### src/design/spf_pkg.sv
// Package: register map, field layout, reset values and timing constants
package spf_pkg;
   // Register byte offsets
   localparam logic [7:0] REG_CTRL = 8'h00;
   localparam logic [7:0] REG_RATED = 8'h04;
   localparam logic [7:0] REG_STAT = 8'h08;
   localparam logic [7:0] REG_LIMIT = 8'h0c;
   localparam logic [7:0] REG_IMAGE = 8'h10;
   localparam logic [7:0] REG_THRESH = 8'h14;
   // CTRL field positions
   localparam int CTRL_LOAD_1PH = 0;
   localparam int CTRL_VFAIL_PROT = 1;
   localparam int CTRL_SUP_LO = 2;
   localparam int CTRL_STOP_RETAIN = 4;
   localparam int CTRL_DIAG_BLOCK = 5;
   localparam int CTRL_WAIT_DS = 6;
   localparam int CTRL_HIGH_CLASS = 7;
   localparam int CTRL_SOFT_DIRECT = 8;
   localparam int CTRL_AUTO = 9;
   localparam int CTRL_DS_DONE = 10;
   localparam int CTRL_DS_ERR = 11;
   // Reset of CTRL: 3-phase, protection yes, group fault, substitute, enable,
   // no wait, low class, automatic
   localparam logic [11:0] CTRL_RST = 12'h202;
   // Rated current in 10 mA steps
   localparam logic [10:0] RATED_LO_MIN = 11'd15;
   localparam logic [10:0] RATED_LO_MAX = 11'd200;
   localparam logic [10:0] RATED_HI_MIN = 11'd150;
   localparam logic [10:0] RATED_HI_MAX = 11'd1200;
   localparam logic [10:0] RATED_DIRECT_MAX = 11'd900;
   localparam logic [6:0] PCT_FULL = 7'd100;
   // Supply-fail response codes
   localparam logic [1:0] SUP_FAULT = 2'd0;
   localparam logic [1:0] SUP_FAULT_ON = 2'd1;
   localparam logic [1:0] SUP_WARN = 2'd2;
   // Startup data set wait: 3 minutes, prescaled to 1 ms ticks
   localparam int CLK_HZ = 50_000_000;
   localparam int WAIT_S = 180;
   localparam int TICK_MS = 1;
   localparam int TICK_CYC = CLK_HZ / 1000 * TICK_MS;
   localparam int WAIT_TICKS = WAIT_S * 1000 / TICK_MS;
   localparam logic [3:0] HTRANS_NONSEQ_BIT = 4'h1;

   typedef struct packed {
      logic motor_en;
      logic brake_en;
      logic sw_overload;
   } spf_drive_t;

   typedef struct packed {
      logic group_fault;
      logic group_warn;
      logic s1;
      logic fault_led_red;
      logic asym_en;
      logic param_fault;
   } spf_diag_t;
endpackage : spf_pkg

### src/design/spf_top.sv
// Basic-parameter and fieldbus fault-policy logic of a motor starter
// What this block does
// - Self-protection trip switches motor and brake off, raises overload
// - After a self-protection trip, emergency start cannot switch on
// - Current thresholds are percent of rated current, rated is 100
// - Rated current 0.15-2 A or 1.5-12 A by class, 10 mA steps
// - Rated current resets to the top of its range
// - Without parameters the rated current stays at its highest value
// - Soft starter in direct startup mode limits rated current to 9 A
// - Single-phase load disables asymmetry detection
// - Three-phase load, the default, enables asymmetry detection
// - Overload kept across electronics supply loss only if protected
// - Switching supply loss gives fault, fault on ON, or warning
// - Master STOP holds last image or substitutes zero, zero default
// - STOP substitution applies only in automatic mode
// - Bus error takes the same response as master STOP
// - Group diagnostics blocked sends no error messages, default enable
// - S1 status bit is one while a group fault is pending and diagnostics are not blocked
// - Any fault gives a fault message and a red group-fault indicator
// - Wait up to 3 minutes for startup data set, else parameter fault
// - Parameter fault clears once startup parameters arrive cleanly
module spf_top #(
   parameter int WAIT_TICKS_P = spf_pkg::WAIT_TICKS,
   parameter int TICK_CYC_P = spf_pkg::TICK_CYC
) (
   input wire logic clk_sys_i,
   input wire logic rst_i,
   // AHB-Lite slave
   input wire logic hsel_i,
   input wire logic [7:0] haddr_i,
   input wire logic [1:0] htrans_i,
   input wire logic hwrite_i,
   input wire logic [2:0] hsize_i,
   input wire logic [31:0] hwdata_i,
   input wire logic hready_i,
   output logic [31:0] hrdata_o,
   output logic hreadyout_o,
   output logic hresp_o,
   // Device-side pins
   input wire logic self_prot_i,
   input wire logic emerg_start_i,
   input wire logic elec_sup_ok_i,
   input wire logic sw_sup_ok_i,
   input wire logic on_cmd_i,
   input wire logic master_stop_i,
   input wire logic bus_err_i,
   input wire logic [3:0] output_process_image_i,
   output logic [3:0] output_process_image_o,
   output spf_pkg::spf_drive_t drive_o,
   output spf_pkg::spf_diag_t diag_o,
   output logic group_fault_indicator_o
);
   // Two-flop synchronisers for pin inputs
   localparam int NS = 11;
   logic [NS-1:0] sync1_ff;
   logic [NS-1:0] sync2_ff;
   logic [3:0] img1_ff;
   logic [3:0] img2_ff;
   always_ff @(posedge clk_sys_i or posedge rst_i) begin
      if (rst_i) begin
         // Supplies read as present, so reset raises no false supply fault
         sync1_ff <= 11'h0c0;
         sync2_ff <= 11'h0c0;
         img1_ff <= 4'h0;
         img2_ff <= 4'h0;
      end else begin
         sync1_ff <= {1'b0, self_prot_i, emerg_start_i, elec_sup_ok_i,
                      sw_sup_ok_i, on_cmd_i, master_stop_i, bus_err_i,
                      3'h0};
         sync2_ff <= sync1_ff;
         img1_ff <= output_process_image_i;
         img2_ff <= img1_ff;
      end
   end
   logic s_prot, s_emerg, s_elec_ok, s_sw_ok, s_on, s_stop, s_berr;
   assign s_prot = sync2_ff[9];
   assign s_emerg = sync2_ff[8];
   assign s_elec_ok = sync2_ff[7];
   assign s_sw_ok = sync2_ff[6];
   assign s_on = sync2_ff[5];
   assign s_stop = sync2_ff[4];
   assign s_berr = sync2_ff[3];

   // Registers
   logic [11:0] ctrl_ff;
   logic [10:0] rated_ff;
   logic [15:0] thresh_ff;
   logic [10:0] rated_max;
   logic [10:0] rated_min;
   logic [10:0] wr_rated;

   // AHB address phase capture
   logic wr_pend_ff;
   logic rd_pend_ff;
   logic [7:0] addr_ff;
   logic take;
   assign take = hsel_i && hready_i && htrans_i[1];
   always_ff @(posedge clk_sys_i or posedge rst_i) begin
      if (rst_i) begin
         wr_pend_ff <= 1'b0;
         rd_pend_ff <= 1'b0;
         addr_ff <= 8'h00;
      end else begin
         wr_pend_ff <= take && hwrite_i;
         rd_pend_ff <= take && !hwrite_i;
         if (take) begin
            addr_ff <= haddr_i;
         end
      end
   end
   assign hreadyout_o = 1'b1;
   assign hresp_o = 1'b0;

   // Range of rated current by output class and startup mode
   always_comb begin
      if (ctrl_ff[spf_pkg::CTRL_HIGH_CLASS]) begin
         rated_min = spf_pkg::RATED_HI_MIN;
         rated_max = ctrl_ff[spf_pkg::CTRL_SOFT_DIRECT] ?
                     spf_pkg::RATED_DIRECT_MAX : spf_pkg::RATED_HI_MAX;
      end else begin
         rated_min = spf_pkg::RATED_LO_MIN;
         rated_max = spf_pkg::RATED_LO_MAX;
      end
   end
   // Out-of-range writes saturate rather than being dropped
   always_comb begin
      wr_rated = hwdata_i[10:0];
      // Whole word compared so large values cannot wrap into range
      if (hwdata_i > 32'(rated_max)) begin
         wr_rated = rated_max;
      end else if (wr_rated < rated_min) begin
         wr_rated = rated_min;
      end
   end

   logic ds_done_pulse;
   logic ds_err_pulse;
   logic class_chg;
   assign class_chg = wr_pend_ff && addr_ff == spf_pkg::REG_CTRL &&
      (hwdata_i[8:7] != ctrl_ff[8:7]);

   always_ff @(posedge clk_sys_i or posedge rst_i) begin
      if (rst_i) begin
         ctrl_ff <= spf_pkg::CTRL_RST;
      end else if (wr_pend_ff && addr_ff == spf_pkg::REG_CTRL) begin
         // Bits 11:10 are write-one strobes, cleared the cycle after
         ctrl_ff <= hwdata_i[11:0];
      end else begin
         ctrl_ff[11:10] <= 2'b00;
      end
   end
   assign ds_done_pulse = ctrl_ff[spf_pkg::CTRL_DS_DONE];
   assign ds_err_pulse = ctrl_ff[spf_pkg::CTRL_DS_ERR];

   // Rated current: maximum until software parameterises it
   always_ff @(posedge clk_sys_i or posedge rst_i) begin
      if (rst_i) begin
         rated_ff <= spf_pkg::RATED_LO_MAX;
      end else if (wr_pend_ff && addr_ff == spf_pkg::REG_RATED) begin
         rated_ff <= wr_rated;
      end else if (class_chg) begin
         rated_ff <= 11'h7ff;
      end else if (rated_ff > rated_max) begin
         rated_ff <= rated_max;
      end
   end

   always_ff @(posedge clk_sys_i or posedge rst_i) begin
      if (rst_i) begin
         thresh_ff <= 16'(spf_pkg::PCT_FULL);
      end else if (wr_pend_ff && addr_ff == spf_pkg::REG_THRESH) begin
         thresh_ff <= hwdata_i[15:0];
      end
   end
   // Absolute threshold in 10 mA units: percent of rated current
   logic [26:0] limit_abs;
   assign limit_abs = 27'((32'(thresh_ff) * 32'(rated_ff)) /
                          32'(spf_pkg::PCT_FULL));

   // Self-protection latch, cleared only by reset
   logic sp_trip_ff;
   always_ff @(posedge clk_sys_i or posedge rst_i) begin
      if (rst_i) begin
         sp_trip_ff <= 1'b0;
      end else if (s_prot) begin
         sp_trip_ff <= 1'b1;
      end
   end

   // Overload message and electronics supply loss
   logic ovl_ff;
   always_ff @(posedge clk_sys_i or posedge rst_i) begin
      if (rst_i) begin
         ovl_ff <= 1'b0;
      end else if (s_prot) begin
         ovl_ff <= 1'b1;
      end else if (!s_elec_ok && !ctrl_ff[spf_pkg::CTRL_VFAIL_PROT]) begin
         ovl_ff <= 1'b0;
      end
   end

   // Switching-element supply failure
   logic sup_fault_ff;
   logic sup_warn_ff;
   logic on_seen_ff;
   // ON latched during the outage, so a short ON pulse still counts
   always_ff @(posedge clk_sys_i or posedge rst_i) begin
      if (rst_i) begin
         on_seen_ff <= 1'b0;
      end else if (s_sw_ok) begin
         on_seen_ff <= 1'b0;
      end else if (s_on) begin
         on_seen_ff <= 1'b1;
      end
   end
   // Response follows the current setting, so a new setting applies at once
   always_ff @(posedge clk_sys_i or posedge rst_i) begin
      if (rst_i) begin
         sup_fault_ff <= 1'b0;
         sup_warn_ff <= 1'b0;
      end else if (s_sw_ok) begin
         sup_fault_ff <= 1'b0;
         sup_warn_ff <= 1'b0;
      end else begin
         unique case (ctrl_ff[3:2])
            spf_pkg::SUP_FAULT: begin
               sup_fault_ff <= 1'b1;
               sup_warn_ff <= 1'b0;
            end
            spf_pkg::SUP_FAULT_ON: begin
               sup_fault_ff <= on_seen_ff || s_on;
               sup_warn_ff <= 1'b0;
            end
            spf_pkg::SUP_WARN: begin
               sup_fault_ff <= 1'b0;
               sup_warn_ff <= 1'b1;
            end
            default: begin
               sup_fault_ff <= 1'b1;
               sup_warn_ff <= 1'b0;
            end
         endcase
      end
   end

   // Startup data set timeout, prescaled
   logic [15:0] pre_ff;
   logic [17:0] tick_cnt_ff;
   logic ds_wait_ff;
   logic param_fault_ff;
   always_ff @(posedge clk_sys_i or posedge rst_i) begin
      if (rst_i) begin
         pre_ff <= 16'h0000;
         tick_cnt_ff <= 18'h00000;
         ds_wait_ff <= 1'b1;
      end else if (ds_done_pulse) begin
         ds_wait_ff <= 1'b0;
      end else if (ds_wait_ff) begin
         if (pre_ff == 16'(TICK_CYC_P - 1)) begin
            pre_ff <= 16'h0000;
            if (tick_cnt_ff != 18'(WAIT_TICKS_P)) begin
               tick_cnt_ff <= tick_cnt_ff + 18'h00001;
            end
         end else begin
            pre_ff <= pre_ff + 16'h0001;
         end
      end
   end
   always_ff @(posedge clk_sys_i or posedge rst_i) begin
      if (rst_i) begin
         param_fault_ff <= 1'b0;
      end else if (ds_err_pulse) begin
         // A reported error wins over a done strobe in the same write
         param_fault_ff <= 1'b1;
      end else if (ds_done_pulse) begin
         param_fault_ff <= 1'b0;
      end else if (ctrl_ff[spf_pkg::CTRL_WAIT_DS] && ds_wait_ff &&
                   tick_cnt_ff == 18'(WAIT_TICKS_P)) begin
         param_fault_ff <= 1'b1;
      end
   end

   // Output process image under STOP or bus error
   always_ff @(posedge clk_sys_i or posedge rst_i) begin
      if (rst_i) begin
         output_process_image_o <= 4'h0;
      end else if ((s_stop || s_berr) &&
                   ctrl_ff[spf_pkg::CTRL_AUTO]) begin
         if (!ctrl_ff[spf_pkg::CTRL_STOP_RETAIN]) begin
            output_process_image_o <= 4'h0;
         end
      end else begin
         output_process_image_o <= img2_ff;
      end
   end

   // Drive and diagnostics
   logic fault_any;
   assign fault_any = sp_trip_ff || ovl_ff || sup_fault_ff || param_fault_ff;
   always_ff @(posedge clk_sys_i or posedge rst_i) begin
      if (rst_i) begin
         drive_o <= '0;
         diag_o <= '0;
         group_fault_indicator_o <= 1'b0;
      end else begin
         // Trip already latched by s_prot; gate on both to save a cycle
         drive_o.motor_en <= !(s_prot || sp_trip_ff) &&
            (output_process_image_o[0] || s_emerg);
         drive_o.brake_en <= !(s_prot || sp_trip_ff) &&
            output_process_image_o[1];
         drive_o.sw_overload <= s_prot || sp_trip_ff;
         diag_o.group_fault <= fault_any;
         diag_o.group_warn <= sup_warn_ff;
         diag_o.s1 <= fault_any &&
            !ctrl_ff[spf_pkg::CTRL_DIAG_BLOCK];
         diag_o.fault_led_red <= fault_any;
         diag_o.asym_en <= !ctrl_ff[spf_pkg::CTRL_LOAD_1PH];
         diag_o.param_fault <= param_fault_ff;
         group_fault_indicator_o <= fault_any;
      end
   end

   // Read data
   always_ff @(posedge clk_sys_i or posedge rst_i) begin
      if (rst_i) begin
         hrdata_o <= 32'h00000000;
      end else if (take && !hwrite_i) begin
         unique case (haddr_i)
            spf_pkg::REG_CTRL: hrdata_o <= {20'h00000, ctrl_ff};
            spf_pkg::REG_RATED: hrdata_o <= {21'h000000, rated_ff};
            spf_pkg::REG_STAT: hrdata_o <= {24'h000000, ds_wait_ff,
               sp_trip_ff, ovl_ff, sup_fault_ff, sup_warn_ff,
               param_fault_ff, fault_any, !ctrl_ff[spf_pkg::CTRL_LOAD_1PH]};
            spf_pkg::REG_LIMIT: hrdata_o <= {5'h00, limit_abs};
            spf_pkg::REG_IMAGE: hrdata_o <= {28'h0000000,
                                             output_process_image_o};
            spf_pkg::REG_THRESH: hrdata_o <= {16'h0000, thresh_ff};
            default: hrdata_o <= 32'h00000000;
         endcase
      end
   end
endmodule : spf_top

### config.mk
export PLATFORM = sky130hd
export DESIGN_NAME = spf_top
export DESIGN_NICKNAME = d
export VERILOG_FILES = /design/src/design/spf_pkg.sv /design/src/design/spf_top.sv
export SDC_FILE = /design/constraint.sdc
export NUM_CORES = 1
export LEC_CHECK = 0
export BUFFER_PORTS_ARGS = -buffer_cell sky130_fd_sc_hd__clkbuf_2
export CORE_MARGIN = 2
export CORE_UTILIZATION = 35
export DETAILED_ROUTE_END_ITERATION = 10
export PLACE_DENSITY = 0.61
export REMOVE_ABC_BUFFERS = 1
export SYNTH_ARGS = -nofsm -noshare
export SYNTH_HDL_FRONTEND = slang
export SYNTH_SLANG_ARGS = --single-unit
### constraint.sdc
create_clock -name clk_sys_i -period 18.09 [get_ports clk_sys_i]
set_input_delay 3.618 -clock clk_sys_i [delete_from_list [all_inputs] [get_ports clk_sys_i]]
set_output_delay 3.618 -clock clk_sys_i [all_outputs]
set_load 0.01 [all_outputs]
==> flow_summary.yaml <==
timing:
  worstMarginPinSlew_ns: 1.13
  hold_violations: 0
  setup_slack_ns: 0.703
  fin_crit_ns: 17.39
  slew_headroom: 0.237
  finalClockSkew_ns: 0.0282
  finalSetupViolations: 0
  slew_violations: 0
  fmax_ghz: 0.0575
  min_period_over_period: 0.961
grt:
  antenna_found_initial: 0
  grt_pass1_wl_um: 84100
  overflow: 0
  grt_start_max_net_pins: 76
  grt_use_total: 0.196
  grt_pass1_vias: 16200
logic_synthesis:
  synthFlopType: "dfrtp_1"
  yosysTopAreaCell: "dfrtp_1"
  syn_inst: 2058
  yosys_warnings: 0
  synthTopCellsByArea: "dfrtp_1 18%, fa_1 14%, ha_1 6.1%"
  netlist-cell-type-count: 128
  synth-edff-count: 0
  synth-seq-cells: 144
  synthArstFlopShare: 1.00
  synth_top_area_share: 0.185
  yosysSeqAreaShare: 0.204
  synthesis.area_um2: 17700
  syn_area_per_cell_um2: 8.61
worst_setup_path:
  cp_slowest_stage_delay_ns: 0.60
  crit_slowest_cell: "dfrtp_1"
  arrival_ns: 17.76
  cp_common_cell: "fa_1"
  crit_required_ns: 18.46
  end_kind: "flip-flop"
  worst-path-max-fanout: 13
  cp-start-kind: "flip-flop"
  ff2ff_path_depth: 62
  critPathKind: "flip-flop to flip-flop"
cells_and_area:
  stdcell_count: 2973
  nets: 2560
  layout_commonest_cell: "nand2_1"
  diodes: 0
  area_growth_syn_to_layout_pct: 18.6
  final_cell_mix: "228 x nand2_1, 217 x buf_4, 160 x inv_1"
  fin_area_um2: 21000
  final_util: 0.420
  layout-drive-gt1-share: 0.228
cts:
  numCtsBuffers: 17
  clk_path_buf_depth: 2
  htree_num_levels: 4
  clkSinkCount: 144
  clock_latency_ns: 0.49
  clock-root-buffer: "clkbuf_16"
  ctsHoldBuffers: 0
  cts_tree: "yes"
  clk_pin_slew_ns: 0.08
placement:
  place_area_um2: 20100
  dpl_worst_slack_ns: 0.0358
  dp_cells: 2932
  io_buffers: 91
  place_congestion: 0.884
  dp_hpwl_um: 39900
detailed_routing:
  postRouteAntennaNets: 0
  firstDrtPassIters: 5
  initialDrtViolationCount: 1144
  viasPerCell: 5.53
  drt-total-wl_um: 51300
  drc: 0
  wire_per_inst_um: 17.2
  vias: 16400
floorplan:
  pin_count: 109
  die_w_um: 229
  core_area_um2: 50100
  die-area_um2: 52500
  initial_core_util: 0.354
  die_height_um: 229
  rows: 82
worst_hold_path:
  worst_hold_path.num_cells: 0
  hp-class: "flip-flop to flip-flop"
flow_run:
  maxCapViolations: 0
outcome:
  status: "complete, no violations"
## cells by family after synthesis
| family | share of synthesized area |
|---|---|
| multiplexers | 0.0361 |
| XOR/XNOR | 0.0507 |
| buffers and inverters | 0.0632 |
| other | 0.000424 |
| adder cells (fa/ha/maj) | 0.205 |
| AND/OR/NAND/NOR | 0.204 |
| AO/OA/AOI/OAI | 0.236 |
| flip-flops | 0.204 |
## critical path: cells and delay by family (launching register included)
kind                     cells  cell delay [ns]
adder cells (fa/ha/maj)      7             3.39
AND/OR/NAND/NOR             17             3.62
AO/OA/AOI/OAI               28             8.06
multiplexers                 1             0.38
XOR/XNOR                     2             0.52
flip-flops                   1             0.60
buffers and inverters        7             0.71
## routing by layer
layer	vias up	global-route usage	part of all wire
li1	7823	-	-
met1	8143	0.264	0.46
met2	416	0.329	0.48
met4	0	0.0522	0.016
met3	59	0.0251	0.042
met5	-	0	0
## metrics by stage
step                      TNS [ns]  hold slack, ns
after floorplan                  0           0.331
after detailed placement         0           0.335
after global placement           0           0.332
after CTS                        0           0.352
after global routing       -0.0181           0.361
final                            0           0.351
## synth_stat cells, types with 8 or more instances
library cell / instances
nand2_1: 230
inv_1: 161
dfrtp_1: 131
fa_1: 125
nor2_1: 119
and2_1: 106
a21oi_1: 98
o21ai_0: 94
ha_1: 86
xnor2_1: 68
clkbuf_1: 62
nand3_1: 62
mux2_2: 38
nor3_1: 35
o21ai_1: 27
a21o_1: 25
buf_2: 25
nand4_1: 24
xor2_1: 24
and3_1: 22
a31oi_1: 21
nor4_1: 21
o211ai_1: 21
mux2i_1: 20
buf_4: 19
a211oi_1: 18
o21a_1: 16
or2_2: 14
or3_1: 14
a22o_1: 13
dfstp_2: 13
nor2b_1: 12
a22oi_1: 11
nand2b_1: 11
o31ai_1: 11
a211o_1: 10
a32oi_1: 10
o21bai_1: 8
## sequential cells by signal, indices dropped and copies added, names as in the netlist, 3 cells and up
name / cells
rated_ff: 11
drive_o: 3
output_process_image_o: 4
diag_o: 4
sync2_ff: 7
img2_ff: 4
img1_ff: 4
addr_ff: 8
pre_ff: 16
tick_cnt_ff: 18
thresh_ff: 16
ctrl_ff: 12
hrdata_o: 21
sync1_ff: 7
## path summary, 6_finish.rpt
kind / startpoint / to / slack [ns]
worst max-delay path: thresh_ff[9] / hrdata_o[0] / 0.70
worst min-delay path: img1_ff[2] / img2_ff[2] / 0.35
worst max register to register: thresh_ff[9] / hrdata_o[0] / 0.70
worst min register to register: img1_ff[2] / img2_ff[2] / 0.35
max in group asynchronous: rst_i / thresh_ff[8] / 13.39
min in group asynchronous: rst_i / img1_ff[1] / 3.24
## layout make-up
| cell class | count | area [µm²] |
|---|---|---|
| tap | 672 | 841 |
| multi-input combinational | 1656 | 13200 |
| timing repair buffer | 308 | 2080 |
| clock inverter | 15 | 180 |
| clock buffer | 17 | 425 |
| sequential | 144 | 3640 |
| fill | 5052 | 29000 |
| inverter | 161 | 609 |
## repair_timing
item,in CTS,in global routing
gates resized for setup,1,57
setup endpoints to repair,2,3
pin swaps,0,10
cloned,0,0
setup buffers,0,9
hold endpoints to repair,0,0
Power is left out: the tool's default activity adds up to more than one toggle a clock period on the data nets, which glitch-free logic cannot reach.
